==> src/common/isd_pkg.sv <==
package isd_pkg;

  // ****************************************************************
  // Register map (byte addresses on APB)
  // ****************************************************************
  localparam int unsigned ADDR_W = 8;
  localparam logic [ADDR_W-1:0] OFS_SLAVE_ADDR = 8'h00;
  localparam logic [ADDR_W-1:0] OFS_CONTROL_ONE = 8'h04;
  localparam logic [ADDR_W-1:0] OFS_BUS_STATUS = 8'h08;
  localparam logic [ADDR_W-1:0] OFS_DATA_IO = 8'h0C;
  localparam logic [ADDR_W-1:0] OFS_CONTROL_TWO = 8'h10;

  // ****************************************************************
  // Field positions and masks
  // ****************************************************************
  localparam int unsigned ST_XFER_DONE = 7;
  localparam int unsigned ST_SLAVE_ADDRESSED = 6;
  localparam int unsigned ST_BUSY = 5;
  localparam int unsigned ST_ARB_LOST = 4;
  localparam int unsigned ST_UNUSED = 3;
  localparam int unsigned ST_SLAVE_DIR = 2;
  localparam int unsigned ST_IRQ_PENDING = 1;
  localparam int unsigned ST_ACK_RECEIVED_N = 0;

  localparam int unsigned C1_MASTER_SELECT = 5;
  localparam int unsigned C1_DIR_TX = 4;
  localparam int unsigned C1_NO_ACK = 3;
  localparam logic [7:0] C1_WR_MASK = 8'h38;

  localparam int unsigned C2_GENERAL_CALL_ENABLE = 7;
  localparam int unsigned C2_ADDR_WIDTH_SELECT = 6;
  localparam int unsigned C2_AD_MSB = 2;
  localparam int unsigned C2_AD_LSB = 0;
  localparam logic [7:0] C2_WR_MASK = 8'hC7;

  localparam logic [7:0] SA_WR_MASK = 8'hFE;
  localparam logic [7:0] RESET_BYTE = 8'h00;

  // ****************************************************************
  // Bus constants
  // ****************************************************************
  localparam logic [7:0] GENERAL_CALL_ADDR = 8'h00;
  localparam logic [4:0] TEN_BIT_PREFIX = 5'h1E;
  localparam logic [3:0] BIT_ACK = 4'h8;
  localparam logic [3:0] BIT_ACK_END = 4'h9;

  // ****************************************************************
  // Timing
  // ****************************************************************
  localparam int unsigned CORE_CLK_MHZ = 125;
  localparam int unsigned SCL_HALF_NS = 5000;
  localparam int unsigned SCL_HALF_CYC = (SCL_HALF_NS * CORE_CLK_MHZ + 999) / 1000;
  localparam int unsigned TMR_W = 12;

  typedef enum logic [3:0] {
    S_IDLE,
    M_START,
    M_WAIT,
    M_LOW,
    M_HIGH,
    M_STOP_A,
    M_STOP_B,
    S_ADDR,
    S_DATA,
    S_HOLD,
    S_IGNORE
  } isd_state_e;

endpackage

==> src/rtl/isd_line_mon.sv <==
module isd_line_mon (
  input wire logic core_clk,
  input wire logic srst,
  input wire logic scl_i,
  input wire logic sda_i,
  output logic scl_s,
  output logic sda_s,
  output logic scl_rise,
  output logic scl_fall,
  output logic start_det,
  output logic stop_det
);

  // ****************************************************************
  // Two-stage synchronisers plus one delay stage for edges
  // ****************************************************************
  logic scl_meta;
  logic sda_meta;
  logic scl_d;
  logic sda_d;

  always_ff @(posedge core_clk) begin
    if (srst) begin
      scl_meta <= 1'b1;
      sda_meta <= 1'b1;
      scl_s <= 1'b1;
      sda_s <= 1'b1;
      scl_d <= 1'b1;
      sda_d <= 1'b1;
    end else begin
      scl_meta <= scl_i;
      sda_meta <= sda_i;
      scl_s <= scl_meta;
      sda_s <= sda_meta;
      scl_d <= scl_s;
      sda_d <= sda_s;
    end
  end

  assign scl_rise = scl_s & ~scl_d;
  assign scl_fall = ~scl_s & scl_d;
  // Data moving while the clock stays high marks start or stop
  assign start_det = scl_s & scl_d & sda_d & ~sda_s;
  assign stop_det = scl_s & scl_d & ~sda_d & sda_s;

endmodule // isd_line_mon

==> src/rtl/isd_regs_top.sv <==
module isd_regs_top
  import isd_pkg::*;
#(
  parameter int unsigned SCL_HALF = SCL_HALF_CYC
) (
  input wire logic core_clk,
  input wire logic srst,
  input wire logic psel,
  input wire logic penable,
  input wire logic pwrite,
  input wire logic [ADDR_W-1:0] paddr,
  input wire logic [31:0] pwdata,
  output logic [31:0] prdata,
  output logic pready,
  output logic pslverr,
  input wire logic scl_i,
  output logic scl_o,
  output logic scl_oe,
  input wire logic sda_i,
  output logic sda_o,
  output logic sda_oe
);

  // ****************************************************************
  // Declarations
  // ****************************************************************
  isd_state_e state;
  logic [7:0] slave_addr;
  logic [7:0] control_one;
  logic [7:0] control_two;
  logic [7:0] rx_data;
  logic [7:0] shift;
  logic [3:0] bit_cnt;
  logic [TMR_W-1:0] tmr;
  logic tx_mode;
  logic addr_phase;
  logic ext_phase;
  logic cont_pend;
  logic mst_prev;
  logic xfer_done_flag;
  logic slave_addressed_flag;
  logic bus_busy;
  logic arb_lost_flag;
  logic slave_dir_flag;
  logic irq_pending_flag;
  logic ack_received_n;
  logic scl_s;
  logic sda_s;
  logic scl_rise;
  logic scl_fall;
  logic start_det;
  logic stop_det;

  localparam logic [TMR_W-1:0] TMR_RELOAD = TMR_W'(SCL_HALF - 1);
  localparam logic [TMR_W-1:0] TMR_SAMPLE = TMR_W'(SCL_HALF / 2);

  function automatic logic [7:0] shift_in(input logic [7:0] cur, input logic bit_in);
    shift_in = {cur[6:0], bit_in};
  endfunction

  isd_line_mon u_line_mon (
    .core_clk(core_clk),
    .srst(srst),
    .scl_i(scl_i),
    .sda_i(sda_i),
    .scl_s(scl_s),
    .sda_s(sda_s),
    .scl_rise(scl_rise),
    .scl_fall(scl_fall),
    .start_det(start_det),
    .stop_det(stop_det)
  );

  // ****************************************************************
  // APB decode
  // ****************************************************************
  wire acc = psel & penable;
  wire wr_en = acc & pwrite;
  wire rd_en = acc & ~pwrite;
  wire sel_sa = paddr == OFS_SLAVE_ADDR;
  wire sel_c1 = paddr == OFS_CONTROL_ONE;
  wire sel_st = paddr == OFS_BUS_STATUS;
  wire sel_dat = paddr == OFS_DATA_IO;
  wire sel_c2 = paddr == OFS_CONTROL_TWO;
  wire mapped = sel_sa | sel_c1 | sel_st | sel_dat | sel_c2;
  wire wr_c1 = wr_en & sel_c1;
  wire wr_st = wr_en & sel_st;

  wire master_select = control_one[C1_MASTER_SELECT];
  wire dir_tx = control_one[C1_DIR_TX];
  wire mst_rise = master_select & ~mst_prev;
  wire mst_fall = ~master_select & mst_prev;
  wire go_tx = wr_en & sel_dat & dir_tx;
  wire go_rx = rd_en & sel_dat & ~dir_tx;

  wire [7:0] status_byte;
  assign status_byte[ST_XFER_DONE] = xfer_done_flag;
  assign status_byte[ST_SLAVE_ADDRESSED] = slave_addressed_flag;
  assign status_byte[ST_BUSY] = bus_busy;
  assign status_byte[ST_ARB_LOST] = arb_lost_flag;
  assign status_byte[ST_UNUSED] = 1'b0;
  assign status_byte[ST_SLAVE_DIR] = slave_dir_flag;
  assign status_byte[ST_IRQ_PENDING] = irq_pending_flag;
  assign status_byte[ST_ACK_RECEIVED_N] = ack_received_n;

  wire [7:0] rd_byte = sel_sa ? slave_addr :
                       sel_c1 ? control_one :
                       sel_st ? status_byte :
                       sel_dat ? rx_data :
                       sel_c2 ? control_two : RESET_BYTE;

  assign prdata = {24'h000000, rd_byte};
  assign pready = 1'b1;
  assign pslverr = acc & ~mapped;
  assign scl_o = 1'b0;
  assign sda_o = 1'b0;

  // ****************************************************************
  // Address matching
  // ****************************************************************
  wire ext_mode = control_two[C2_ADDR_WIDTH_SELECT];
  wire [9:0] addr10 = {control_two[C2_AD_MSB:C2_AD_LSB], slave_addr[7:1]};
  wire gc_hit = control_two[C2_GENERAL_CALL_ENABLE] & (shift == GENERAL_CALL_ADDR) & ~ext_phase;
  wire seven_hit = shift[7:1] == slave_addr[7:1];
  wire ten_first_hit = ~ext_phase & (shift[7:1] == {TEN_BIT_PREFIX, addr10[9:8]});
  wire ten_second_hit = ext_phase & (shift == addr10[7:0]);
  wire addr_hit = gc_hit | (ext_mode ? (ten_first_hit | ten_second_hit) : seven_hit);
  wire ten_cont = ext_mode & ten_first_hit & ~gc_hit;

  // ****************************************************************
  // Event terms
  // ****************************************************************
  wire tmr_zero = tmr == '0;
  wire in_master = (state == M_START) | (state == M_WAIT) | (state == M_LOW) | (state == M_HIGH) |
                   (state == M_STOP_A) | (state == M_STOP_B);
  wire hold_high = ((state == M_HIGH) | (state == M_STOP_B)) & ~scl_s;
  wire m_sample = (state == M_HIGH) & scl_s & (tmr == TMR_SAMPLE);
  wire m_high_end = (state == M_HIGH) & scl_s & tmr_zero;
  wire arb_bit_lost = m_sample & tx_mode & (bit_cnt != BIT_ACK) & ~sda_oe & ~sda_s;
  wire arb_start_lost = mst_rise & ~in_master & ~((state == S_IDLE) & ~bus_busy & ~start_det);
  wire ev_arb = arb_bit_lost | arb_start_lost;
  wire slave_byte = (state == S_ADDR) | (state == S_DATA);
  wire s_fall_ack = slave_byte & scl_fall & (bit_cnt == BIT_ACK);
  wire s_fall_end = slave_byte & scl_fall & (bit_cnt == BIT_ACK_END);
  wire ev_match = (state == S_ADDR) & scl_fall & (bit_cnt == BIT_ACK_END) & ~cont_pend;
  wire ev_byte_done = (m_high_end & (bit_cnt == BIT_ACK)) | ((state == S_DATA) & s_fall_end);

  // ****************************************************************
  // Software registers
  // ****************************************************************
  always_ff @(posedge core_clk) begin
    if (srst) begin
      slave_addr <= RESET_BYTE;
      control_one <= RESET_BYTE;
      control_two <= RESET_BYTE;
      mst_prev <= 1'b0;
    end else begin
      mst_prev <= master_select;
      if (wr_en & sel_sa) begin
        slave_addr <= pwdata[7:0] & SA_WR_MASK;
      end
      if (wr_en & sel_c2) begin
        control_two <= pwdata[7:0] & C2_WR_MASK;
      end
      if (wr_c1) begin
        control_one <= pwdata[7:0] & C1_WR_MASK;
      end
      if (ev_arb) begin
        control_one[C1_MASTER_SELECT] <= 1'b0;
      end
    end
  end

  // ****************************************************************
  // Status flags: a hardware set wins over a same-cycle clear
  // ****************************************************************
  always_ff @(posedge core_clk) begin
    if (srst) begin
      xfer_done_flag <= 1'b0;
      slave_addressed_flag <= 1'b0;
      bus_busy <= 1'b0;
      arb_lost_flag <= 1'b0;
      slave_dir_flag <= 1'b0;
      irq_pending_flag <= 1'b0;
    end else begin
      xfer_done_flag <= ev_byte_done | ev_match | (xfer_done_flag & ~(go_tx | go_rx));
      slave_addressed_flag <= ev_match | (slave_addressed_flag & ~wr_c1);
      bus_busy <= start_det | (bus_busy & ~stop_det);
      arb_lost_flag <= ev_arb | (arb_lost_flag & ~(wr_st & pwdata[ST_ARB_LOST]));
      irq_pending_flag <= ev_byte_done | ev_match | ev_arb |
                          (irq_pending_flag & ~(wr_st & pwdata[ST_IRQ_PENDING]));
      if ((state == S_ADDR) & s_fall_ack & addr_hit & ~ext_phase) begin
        slave_dir_flag <= shift[0];
      end
    end
  end

  // ****************************************************************
  // Byte engine: master and slave
  // ****************************************************************
  always_ff @(posedge core_clk) begin
    if (srst) begin
      state <= S_IDLE;
      shift <= RESET_BYTE;
      rx_data <= RESET_BYTE;
      bit_cnt <= '0;
      tmr <= '0;
      tx_mode <= 1'b0;
      addr_phase <= 1'b0;
      ext_phase <= 1'b0;
      cont_pend <= 1'b0;
      ack_received_n <= 1'b0;
      scl_oe <= 1'b0;
      sda_oe <= 1'b0;
    end else begin
      if (hold_high) begin
        tmr <= TMR_RELOAD;
      end else if (!tmr_zero) begin
        tmr <= tmr - 1'b1;
      end
      case (state)
        S_IDLE: begin
          scl_oe <= 1'b0;
          sda_oe <= 1'b0;
          if (start_det) begin
            state <= S_ADDR;
            bit_cnt <= '0;
            ext_phase <= 1'b0;
            cont_pend <= 1'b0;
          end else if (mst_rise && !bus_busy) begin
            state <= M_START;
            sda_oe <= 1'b1;
            tmr <= TMR_RELOAD;
            addr_phase <= 1'b1;
          end
        end
        M_START: begin
          if (tmr_zero) begin
            scl_oe <= 1'b1;
            state <= M_WAIT;
          end
        end
        M_WAIT: begin
          sda_oe <= 1'b0;
          if (mst_fall) begin
            state <= M_STOP_A;
            sda_oe <= 1'b1;
            tmr <= TMR_RELOAD;
          end else if (go_tx) begin
            shift <= pwdata[7:0];
            tx_mode <= 1'b1;
            bit_cnt <= '0;
            state <= M_LOW;
            tmr <= TMR_RELOAD;
          end else if (go_rx) begin
            tx_mode <= 1'b0;
            bit_cnt <= '0;
            state <= M_LOW;
            tmr <= TMR_RELOAD;
          end
        end
        M_LOW: begin
          if (bit_cnt == BIT_ACK) begin
            sda_oe <= ~tx_mode & ~control_one[C1_NO_ACK];
          end else begin
            sda_oe <= tx_mode & ~shift[7];
          end
          if (tmr_zero) begin
            scl_oe <= 1'b0;
            state <= M_HIGH;
            tmr <= TMR_RELOAD;
          end
        end
        M_HIGH: begin
          if (arb_bit_lost) begin
            // Lost mid-byte: fall back to slave and keep counting in the address byte, else go to S_IGNORE
            scl_oe <= 1'b0;
            shift <= shift_in(shift, sda_s);
            bit_cnt <= bit_cnt + 1'b1;
            state <= addr_phase ? S_ADDR : S_IGNORE;
            ext_phase <= 1'b0;
            cont_pend <= 1'b0;
            addr_phase <= 1'b0;
          end else begin
            if (m_sample && bit_cnt != BIT_ACK) begin
              shift <= shift_in(shift, sda_s);
            end
            if (m_sample && bit_cnt == BIT_ACK && tx_mode) begin
              ack_received_n <= sda_s;
            end
            if (m_high_end) begin
              scl_oe <= 1'b1;
              tmr <= TMR_RELOAD;
              if (bit_cnt == BIT_ACK) begin
                state <= M_WAIT;
                addr_phase <= 1'b0;
                if (!tx_mode) begin
                  rx_data <= shift;
                end
              end else begin
                bit_cnt <= bit_cnt + 1'b1;
                state <= M_LOW;
              end
            end
          end
        end
        M_STOP_A: begin
          scl_oe <= 1'b1;
          sda_oe <= 1'b1;
          if (tmr_zero) begin
            scl_oe <= 1'b0;
            state <= M_STOP_B;
            tmr <= TMR_RELOAD;
          end
        end
        M_STOP_B: begin
          if (scl_s && tmr_zero) begin
            sda_oe <= 1'b0;
            state <= S_IDLE;
          end
        end
        default: begin
          if (stop_det) begin
            state <= S_IDLE;
            scl_oe <= 1'b0;
            sda_oe <= 1'b0;
          end else if (start_det) begin
            state <= S_ADDR;
            bit_cnt <= '0;
            ext_phase <= 1'b0;
            cont_pend <= 1'b0;
            scl_oe <= 1'b0;
            sda_oe <= 1'b0;
          end else if (state == S_HOLD) begin
            // Clock held low until software moves the next byte
            if (go_tx) begin
              shift <= pwdata[7:0];
              tx_mode <= 1'b1;
              sda_oe <= ~pwdata[7];
              bit_cnt <= '0;
              state <= S_DATA;
            end else if (go_rx) begin
              tx_mode <= 1'b0;
              sda_oe <= 1'b0;
              bit_cnt <= '0;
              state <= S_DATA;
            end
          end else if (state == S_IGNORE) begin
            scl_oe <= 1'b0;
            sda_oe <= 1'b0;
          end else begin
            if (state == S_DATA) begin
              scl_oe <= 1'b0;
            end
            if (scl_rise && bit_cnt < BIT_ACK) begin
              shift <= shift_in(shift, sda_s);
              bit_cnt <= bit_cnt + 1'b1;
            end
            if (scl_rise && bit_cnt == BIT_ACK_END && state == S_DATA && tx_mode) begin
              ack_received_n <= sda_s;
            end
            if (scl_fall && bit_cnt < BIT_ACK && state == S_DATA && tx_mode) begin
              sda_oe <= ~shift[7];
            end
            if (s_fall_ack) begin
              bit_cnt <= BIT_ACK_END;
              if (state == S_DATA) begin
                sda_oe <= ~tx_mode & ~control_one[C1_NO_ACK];
              end else if (addr_hit) begin
                sda_oe <= 1'b1;
                cont_pend <= ten_cont;
                ext_phase <= ten_cont;
              end else begin
                state <= S_IGNORE;
              end
            end
            if (s_fall_end) begin
              sda_oe <= 1'b0;
              if (state == S_ADDR && cont_pend) begin
                cont_pend <= 1'b0;
                bit_cnt <= '0;
              end else if (state == S_DATA && tx_mode && ack_received_n) begin
                state <= S_IGNORE;
              end else begin
                if (state == S_DATA && !tx_mode) begin
                  rx_data <= shift;
                end
                state <= S_HOLD;
                scl_oe <= 1'b1;
              end
            end
          end
        end
      endcase
    end
  end

endmodule // isd_regs_top

==> config.mk <==
export PLATFORM = sky130hd
export DESIGN_NAME = isd_regs_top
export DESIGN_NICKNAME = d
export VERILOG_FILES = /design/src/common/isd_pkg.sv /design/src/rtl/isd_line_mon.sv /design/src/rtl/isd_regs_top.sv
export SDC_FILE = /design/constraint.sdc
export NUM_CORES = 1
export LEC_CHECK = 0
export ABC_AREA = 0
export CAP_MARGIN = 20
export CORE_MARGIN = 2
export CORE_UTILIZATION = 50
export DETAILED_ROUTE_END_ITERATION = 10
export DONT_BUFFER_PORTS = 1
export SYNTH_ARGS = -nofsm -noshare
export SYNTH_HDL_FRONTEND = slang
export SYNTH_HIERARCHICAL = 1
export SYNTH_SLANG_ARGS = --single-unit
==> constraint.sdc <==
create_clock -name core_clk -period 2.9 [get_ports core_clk]
set_input_delay 0 -clock core_clk [delete_from_list [all_inputs] [get_ports core_clk]]
set_output_delay 0 -clock core_clk [all_outputs]
set_load 0.005 [all_outputs]
Yosys cells after proc, flatten, opt, wreduce, memory -nomap -nowiden:

Cells that the tools add are included.

* flip-flop bits (word level): 71
* input port bits: 47
* output and inout bits: 38
* logic and storage cells: 413

* $add $sub $neg: 2
* $lt $le $gt $ge: 1
* equal/unequal tests: 62
* multiplexer cells: 154
* bitwise gates (word level): 115
* reductions and logical operators: 50

Operator list (number)
* $mux 8: 26
* $mux 4: 38
* $mux 12: 10
* $mux 1: 67
* $and 1x1->1: 59
* $pmux 12 s4: 1
* $not 1->1: 33
* $ne 2x2->1 const B: 14
* $pmux 4 s7: 1
* $pmux 8 s3: 1
* $or 1x1->1: 23
* $eq 4x4->1 const B: 5
* $ne 4x4->1 const B: 5
* $reduce_and 9->1: 2
* $eq 4x3->1 const B: 4
* $eq 8x4->1 const B: 2
* $logic_and 1x1->1: 16
* $logic_not 8->1: 2
* $ne 2x1->1 const B: 8
* $pmux 4 s4: 1
* $pmux 8 s2: 1
* $reduce_and 5->1: 3
* $eq 7x7->1: 2
* $reduce_and 7->1: 2
* 35 further kinds: 58

Depth between registers and ports, before layout:

Gate-level depths: netlist of run 1.

* word-level depth: 15
* gate-level depth with buffers: 9
* depth with buffers taken out: 8

Cells and area by module:

Netlist of run 1, hierarchy kept.

Modules (own cells, without submodules)
* isd_regs_top: instances 1, cells an instance 637, area an instance 4921.0 µm², seq. area each 1301.2 µm²
* isd_line_mon: instances 1, cells an instance 16, area an instance 190.2 µm², seq. area each 120.1 µm²

Worst setup path after synthesis of run 1:

No wires, ideal clock.

* path type: reg2reg
* start: register u_line_mon.scl_s
* end: register sda_oe
* library setup time: 0.120 ns
* data arrival time: 2.139 ns
* required time: 2.780 ns
* path slack: 0.642 ns
* cell stages (with the launch flop): 8
* path buffers: 1
* clock period less this slack: 2.258 ns
* cell sequence: dfxtp_1 > and4b_1 > or2_2 > clkbuf_1 > or2_2 > o221ai_1 > or4_1 > o31a_1

* elaborated cells between the ends (all ways): 28

RTL lines
* from (decl): line isd_line_mon.sv:6 `output logic scl_s,`
* from (signal assigned): line isd_line_mon.sv:33 `scl_s <= scl_meta;`
* $and 1x1->1 (*) (3 in series): line isd_line_mon.sv:44 `assign stop_det = scl_s & scl_d & ~sda_d & sda_s;`
* named net stop_det: line isd_regs_top.sv:52 `logic stop_det;`
* $ne 10x10->1 (no line) or $mux 1 (tied branches)
* $reduce_and 3->1 (no line) or $pmux 1 s6 (tied branches)
* to (signal assigned): line isd_regs_top.sv:264 `sda_oe <= ~tx_mode & ~control_one[C1_NO_ACK];`
* to (signal assigned): line isd_regs_top.sv:266 `sda_oe <= tx_mode & ~shift[7];`
* to (signal assigned): line isd_regs_top.sv:339 `sda_oe <= ~pwdata[7];`
* to (decl): line isd_regs_top.sv:21 `output logic sda_oe`

Mark *: on every way through the listed nets, which the timed path passes. The rest lies on a longest branch.
A chain may end at the register's enable or synchronous reset.

Worst setup path in the final report of run 1:

* start: register u_line_mon.scl_s
* end: register sda_oe

* elaborated cells between the ends (all ways): 28

RTL lines
* $and 1x1->1 (*) (3 in series): line isd_line_mon.sv:43 `assign start_det = scl_s & scl_d & sda_d & ~sda_s;`
* named net start_det: line isd_regs_top.sv:51 `logic start_det;`
* $mux 1: line isd_regs_top.sv:327 `end else if (start_det) begin`
* $mux 1: line isd_regs_top.sv:323 `if (stop_det) begin`
* $pmux 1 s6: line isd_regs_top.sv:221 `case (state)`
* to (signal assigned): line isd_regs_top.sv:339
* to (signal assigned): line isd_regs_top.sv:363 `sda_oe <= ~shift[7];`
* to (signal assigned): line isd_regs_top.sv:368 `sda_oe <= ~tx_mode & ~control_one[C1_NO_ACK];`

Marks and branches as above.

==> results of run 1 <==
-- layout make-up --
type                    count  share of cell area
multi-input cells         518               0.598
inverters                  17              0.0115
repair buffers             40              0.0636
flip-flops and latches     71               0.256
clock inverters             7              0.0187
well taps                 133              0.0300
clock buffers               9              0.0223
-- routing by layer --
| layer | vias up | share of wire |
|---|---|---|
| li1 | 2350 | - |
| met5 | - | 0 |
| met3 | 22 | 0.11 |
| met2 | 298 | 0.41 |
| met4 | 0 | 0.013 |
| met1 | 2430 | 0.46 |
-- flip-flops by register name, summed over array words and instances, names as in the netlist, 3 cells and up --
register     cells
tmr             12
rx_data          8
shift            8
slave_addr       7
control_two      5
bit_cnt          4
state            4
control_one      3
-- worst register-to-register path, cell delays in order, from the launching register on --
cell and delay [ns]:
dfxtp_1 0.57, and4b_1 0.55, or2_2 0.33, or2_2 0.20
o221ai_1 0.14, or4_1 0.55, o31a_1 0.24
-- worst min path at each step --
stage               start                          end  depth (start not counted)  slack [ns]
floorplan            srst  u_line_mon/scl_d$_SDFF_PP1_                          1         0.1
global placement     srst     arb_lost_flag$_SDFF_PP0_                          1        0.08
detailed placement   srst            tmr[9]$_SDFF_PP0_                          1        0.08
CTS                  psel     arb_lost_flag$_SDFF_PP0_                          3       0.004
global route         srst        state[0]$_SDFFE_PP0P_                          3        0.03
finish               psel     arb_lost_flag$_SDFF_PP0_                          3        0.02
-- through the flow --
stage	instance area, sq um	worst slack [ns]
after floorplan	5200	0.642
after global placement	5140	0.358
after detailed placement	5140	0.323
after CTS	5550	0.278
after global routing	5550	0.0130
final	5550	0.225
-- cell usage after synthesis (12+ instances only) --
master	n
dfxtp_1	71
nand2_1	55
a21oi_1	52
nor2_1	50
buf_4	30
clkbuf_1	28
nand3_1	28
o21ai_0	27
nor3_1	25
mux2i_1	19
xor2_1	17
inv_1	16
and3_1	12
xnor2_1	12
-- where the power goes --
part | leakage [nW] | switching (mW) | internal [mW]
Combinational | 1.41 | 1.04 | 0.780
Sequential | 0.577 | 0.295 | 1.12
Clock | 0.108 | 0.431 | 0.495
-- kinds of logic after synthesis --
group	Yosys count
compound gates	169
xor+xnor	29
fa+ha+maj	5
buf+inv	89
flops	71
mux	22
other cells	2
simple gates	266
==> results.md, run 1 <==
- Sequential share of the synthesized area: 0.278
- Post-CTS Setup Bufs: 0
- VDD IR max: between 0.4 and 0.5 mV
- Initial DRT Pass Iterations: 5
- Violation count after the first detailed-route iteration: 448
- Layout cells sized above 1: 0.104
- Top cells by area, synth: dfxtp_1 28%, a21oi_1 5.1%, buf_4 4.4%, nand2_1 4.0%, mux2i_1 3.7%
- Final hold vios: 0
- Die width: roughly 110 um
- Commonest non-fill, non-tap cell in the layout: dfxtp_1
- Status: finished clean
- Diodes inserted: 0
- Net count, final: ~710
- Crit Path Class: flip-flop to flip-flop
- Hold_ws: 0.0156 ns
- Main combinational cell family by area after synthesis: simple AND/OR/NAND/NOR gates
- DIE AREA: ~0.011 sq mm
- Die height: 105 um
- Synth Warn #: 6
- Hold Crit Class: input port to flip-flop
- Max incr delay on CP: 0.57 ns
- CP arrival: roughly 2.9 ns
- Core area: between 0.009 and 0.01 sq mm
- Slew HR: 0.498
- Leakage: roughly 2.1 nW
- Non-filler instance count after layout: between 700 and 800
- Synth Area in XOR/XNOR: 0.0497
- WP data required: 3.15 ns
- Vias in the first global route: roughly 4600
- CP endpoint kind: flip-flop
- Final RePlAce weighted congestion: about 0.95
- Setup TNS: 0 ns
- Post-synth EDFFs: 0
- Routed len/inst: ~20 um
- CTS-repair resized insts: 0
- Gr usage total: 0.301
- Routed Wire Length: 16300 um
- Post-synthesis adder-cell area fraction: 0.0122
- Share of the synthesized area in the top cell type: 0.278
- Initial antenna violation count: 0
- CTS Buf Count: 9
- Synth cell types: 86
- Compound-Gate Fraction of Synth Area: 0.226
- Met2 GRT Util: 0.425
- Simple-gate portion of the synthesized area: 0.294
- # port buffers: 0
- Total power: around 4.2 mW
- CP Launch Type: flip-flop
- Post-synth ARST share: 0
- CP bufs+invs: 0
- Cells after DPL: 762
- Clk root buf: clkbuf_8
- Initial Util: 0.518
- Total gr overflow: 0
- Cell repeated most along the worst path: or2_2
- Slew @ Worst Pin: about 0.75 ns
- Clock Sinks: slightly above 70
- R2r setup slk: approximately 0.22 ns
- Fillcell total: between 900 and 1000
- Reg area: between 0.001 and 0.0015 sq mm
- DR vias: slightly above 5000
- Highest Clock Rate: roughly 370 MHz
- Pin count of the biggest net entering global routing: 55
- Critical path's slowest cell: dfxtp_1
- Mean post-synth cell area: ~8 sq um
- Routed Antenna Nets: 0
- Worst-path cell chain: and4b_1 -> or2_2 -> or2_2 -> o221ai_1 -> or4_1 -> o31a_1
- Longest Clk Path Bufs: 2
- Grt met3 use: 0.0636
- Row cnt: 36
- Final Util: 0.563
- R2r endpoint: sda_oe$_SDFFE_PP0P_
- M1 GR Usage: 0.458
- Slew Viols, Final: 0
- Power Density: between 700 and 800 mW/mm^2
- Gr busiest metal: met1
- Area delta synth->final: 8.62%
- Cell area after synthesis: approximately 0.0051 sq mm
- Critical R2R Launch: u_line_mon/scl_s$_SDFF_PP1_
- Synth Flop Type: dfxtp_1
- CTS tree: built
- Crit path max fanout: 11
- Critical path depth: 6
- Final setup vio count: 0
- Mux cell area share after synthesis: 0.0482
- Clk Latency, worst-skew pair: around 0.36 ns
- Synthesized flop and latch total: a little over 70
- I/O pins: 85
- Final Critical Period: between 2 and 3 ns
- Period utilisation layout: 0.923
- Post-DP HPWL: approximately 12000 um
- Cells on worst reg2reg path: 6
- CTS Hold Bufs: 17
- Commonest cells after routing, fill and taps aside: 71 x dfxtp_1, 55 x nand2_1, 52 x a21oi_1, 50 x nor2_1, 28 x nand3_1
- RSZ-0062 raised after global routing: no
- Critical Path Sink: sda_oe$_SDFFE_PP0P_
- Multi-input logic area: around 0.0033 sq mm
- CP delay by family, top: simple AND/OR/NAND/NOR gates
- H-tree levels: 3
- Worst Setup SP: u_line_mon/scl_s$_SDFF_PP1_
- Mean number of vias per cell: around 6.4
- Clk_skew: between 0.01 and 0.015 ns
- Clk pin slew, worst setup/hold paths: roughly 0.090 ns
- Max_cap viols: 0
- # DRC: 0
- Cell taking the most area after synthesis: dfxtp_1
- Post-Synthesis Cells: roughly 650
- First-pass GRT wire length: between 20000 and 30000 um
No activity file was read; power rests on OpenSTA's default activity.
==> inputs of run 2 (changes only) <==
--- a/config.mk
+++ b/config.mk
@@ -9,9 +9,10 @@
 export CAP_MARGIN = 20
 export CORE_MARGIN = 2
 export CORE_UTILIZATION = 50
+export CTS_CLUSTER_DIAMETER = 30
 export DETAILED_ROUTE_END_ITERATION = 10
 export DONT_BUFFER_PORTS = 1
+export REMOVE_ABC_BUFFERS = 1
 export SYNTH_ARGS = -nofsm -noshare
 export SYNTH_HDL_FRONTEND = slang
-export SYNTH_HIERARCHICAL = 1
 export SYNTH_SLANG_ARGS = --single-unit
==> run 2 against run 1 <==
  * Sequential share of layout area shrank 0.20 points
  * Global-route usage decreased by 1.7 points
  * Sequential power fell by 4%
  * Total power shrank 2.4%
  * Utilization is 0.44 points higher
  * Sequential cell count stayed put
  * First-iteration DRC count is 20% lower
  * Final area grew 0.79%
  * Synthesized cell count rose by 0.46%
  * Critical path type unchanged
==> results.md, run 2 <==
- Power Density: 726 mW/mm^2 (-3.2%)
- Post-Synthesis Cells: 656 (+0.46%)
- Synth Warn #: 0 (-6)
- CP arrival: 2.76 ns (-0.17 ns)
- Period utilisation layout: 0.868 (-0.0548)
- Cells after DPL: 772 (+1.3%)
- Row cnt: 36 (unchanged)
- Crit Path Class: flip-flop to flip-flop
- Die height: 105 um (about the same)
- Layout cells sized above 1: 0.110 (+0.00605)
- Initial antenna violation count: 0 (unchanged)
- Longest Clk Path Bufs: 2 (unchanged)
- Mux cell area share after synthesis: 0.0679 (+0.0196)
- CTS-repair resized insts: 0 (unchanged)
- WP data required: 3.14 ns (about the same)
- Final RePlAce weighted congestion: 1.04 (+10%)
- Hold Crit Class: input port to flip-flop
- Commonest non-fill, non-tap cell in the layout: dfxtp_1
- Max incr delay on CP: 0.66 ns (+0.09 ns)
- Post-synthesis adder-cell area fraction: 0.0122 (about the same)
- DR vias: 5014 (-1.7%)
- Post-synth EDFFs: 0 (unchanged)
- RSZ-0062 raised after global routing: no
- Crit path max fanout: 14 (+3)
- Main combinational cell family by area after synthesis: simple AND/OR/NAND/NOR gates
- Gr usage total: 0.284 (-0.0173)
- # port buffers: 0 (unchanged)
- Core area: 0.00986 sq mm (unchanged)
- Clk_skew: 0.0140 ns (+0.00316 ns)
- # DRC: 0 (unchanged)
- Initial Util: 0.518 (about the same)
- DIE AREA: 0.0110 sq mm (about the same)
- Synth cell types: 82 (-4.7%)
- Non-filler instance count after layout: 804 (+1.1%)
- Clk pin slew, worst setup/hold paths: 0.09 ns (about the same)
- Clk Latency, worst-skew pair: 0.36 ns (about the same)
- Slew Viols, Final: 0 (unchanged)
- Max reg flops: 12 (unchanged)
- Cell repeated most along the worst path: buf_4
- Status: finished clean
- Routed len/inst: 19.4 um (-5.5%)
- Routed Antenna Nets: 0 (unchanged)
- Commonest cells after routing, fill and taps aside: 71 x dfxtp_1, 66 x nor2_1, 44 x nand2_1, 37 x o21ai_0, 35 x a21oi_1
- CP delay by family, top: simple AND/OR/NAND/NOR gates
- Sequential share of the synthesized area: 0.278 (about the same)
- I/O pins: 85 (unchanged)
- Net count, final: 718 (+1.3%)
- CP endpoint kind: flip-flop
- Simple-gate portion of the synthesized area: 0.279 (-0.0147)
- Slew HR: 0.560 (+0.0619)
- Pin count of the biggest net entering global routing: 66 (+20%)
- Top cells by area, synth: dfxtp_1 28%, mux2i_1 5.7%, nor2_1 4.9%, buf_4 4.7%, o21ai_0 3.6%
- Most frequent cell after synthesis: dfxtp_1
- Die width: 105 um (about the same)
- Violation count after the first detailed-route iteration: 360 (-20%)
- Leakage: 2.17 nW (+3.5%)
- Worst-path cell chain: buf_4 -> or4b_2 -> nor3_1 -> o21a_1 -> buf_4 -> mux2i_1 -> nor2_1
- Cell area after synthesis: 0.00511 sq mm (about the same)
- VDD IR max: 0.613 mV (+24%)
- Synth Area in XOR/XNOR: 0.0549 (+0.00518)
- Total power: 4.06 mW (-2.4%)
- First-pass GRT wire length: 24800 um (-4.7%)
- R2r setup slk: 0.38 ns (+0.16 ns)
- Hold_ws: 0.0215 ns (+0.00591 ns)
- Post-DP HPWL: 11500 um (-3.7%)
- Biggest register: tmr
- Mean post-synth cell area: 7.79 sq um (-0.53%)
- Mean number of vias per cell: 6.24 (-2.8%)
- Diodes inserted: 0 (unchanged)
- Initial DRT Pass Iterations: 6 (+1)
- Clk root buf: clkbuf_8
- Max_cap viols: 0 (unchanged)
- Slew @ Worst Pin: 0.650 ns (-0.0951 ns)
- Post-synth ARST share: 0 (unchanged)
- Total gr overflow: 0 (unchanged)
- Vias in the first global route: 4561 (-1.2%)
- Routed Wire Length: 15600 um (-4.5%)
- Setup TNS: 0 ns (unchanged)
- Post-CTS Setup Bufs: 0 (unchanged)
- CTS tree: built
- Critical path's slowest cell: or4b_2
- Synth Flop Type: dfxtp_1
- Area delta synth->final: 9.55%
- CTS Buf Count: 9 (unchanged)
- Compound-Gate Fraction of Synth Area: 0.206 (-0.0199)
- Final instance area: 0.00560 sq mm (+0.79%)
- Final Critical Period: 2.52 ns (-0.159 ns)
- Clock Sinks: 71 (unchanged)
- Largest registers: tmr: 12 flops, rx_data: 8 flops, shift: 8 flops
- H-tree levels: 3 (unchanged)
- Highest Clock Rate: 397 MHz (+6.3%)
- CP bufs+invs: 2 (+2)
- CP Launch Type: flip-flop
- DP Area: 0.00519 sq mm (+0.90%)
- Synthesized flop and latch total: 71 (unchanged)
- CTS Hold Bufs: 16 (-1)
- Final hold vios: 0 (unchanged)
- Share of the synthesized area in the top cell type: 0.278 (about the same)
- Cell taking the most area after synthesis: dfxtp_1
- Final setup vio count: 0 (unchanged)
- Synth top cells by count: 71 x dfxtp_1, 66 x nor2_1, 44 x nand2_1, 37 x o21ai_0, 35 x a21oi_1
run 2: where the power goes:
group | total, mW | internal (mW) | switching (mW) | leakage [nW]
clock network | 0.920 | 0.494 | 0.426 | 0.108
registers | 1.36 | 1.11 | 0.243 | 0.577
logic | 1.78 | 0.769 | 1.02 | 1.48
total | 4.06 | 2.38 | 1.68 | 2.17
run 2: through the flow:
step | setup slack [ns] | util
2_1_floorplan | 0.243 | -
5_1_grt | 0.255 | 0.567
3_3_place_gp | 0.480 | 0.526
3_5_place_dp | 0.491 | 0.526
4_1_cts | 0.453 | 0.567
6_report | 0.384 | 0.567
run 2: cell families after synthesis:
group | after synthesis
and+or+nand+nor | 259
xor gates and xnor gates | 32
adders and majority gates | 5
other | 2
muxes | 32
DFF | 71
AOI/OAI and AO/OA | 158
buffers and inverters | 97
run 2: path summary, 6_finish.rpt:
path                                   from                           to  cells past startpoint
max                   state[1]$_SDFFE_PP0P_      rx_data[5]$_SDFFE_PP0P_                      7
min                               pwdata[7]          sda_oe$_SDFFE_PP0P_                      3
max reg2reg           state[1]$_SDFFE_PP0P_      rx_data[5]$_SDFFE_PP0P_                      7
min reg2reg  u_line_mon.scl_meta$_SDFF_PP1_  u_line_mon.scl_s$_SDFF_PP1_                      1
run 2: layout make-up:
type,count,area (sq um)
inverter,24,90.1
tap,133,166
timing repair buffer,47,423
clock buffer,9,124
clock inverter,7,104
sequential,71,1420
fill,940,4270
multi-input combinational,513,3270
run 2: tightest hold or removal path, stage by stage:
cell	delay [ns]
nor4b_1	0.06
a21oi_1	0.15
a311oi_1	0.12
run 2: routing by layer:
layer	share of wire	vias to the layer above	GRT usage	wire, um
met5	0	-	0	0
met4	0.038	0	0.111	585
met3	0.086	48	0.0512	1330
met2	0.45	255	0.443	6930
met1	0.43	2351	0.387	6720
li1	-	2360	-	-
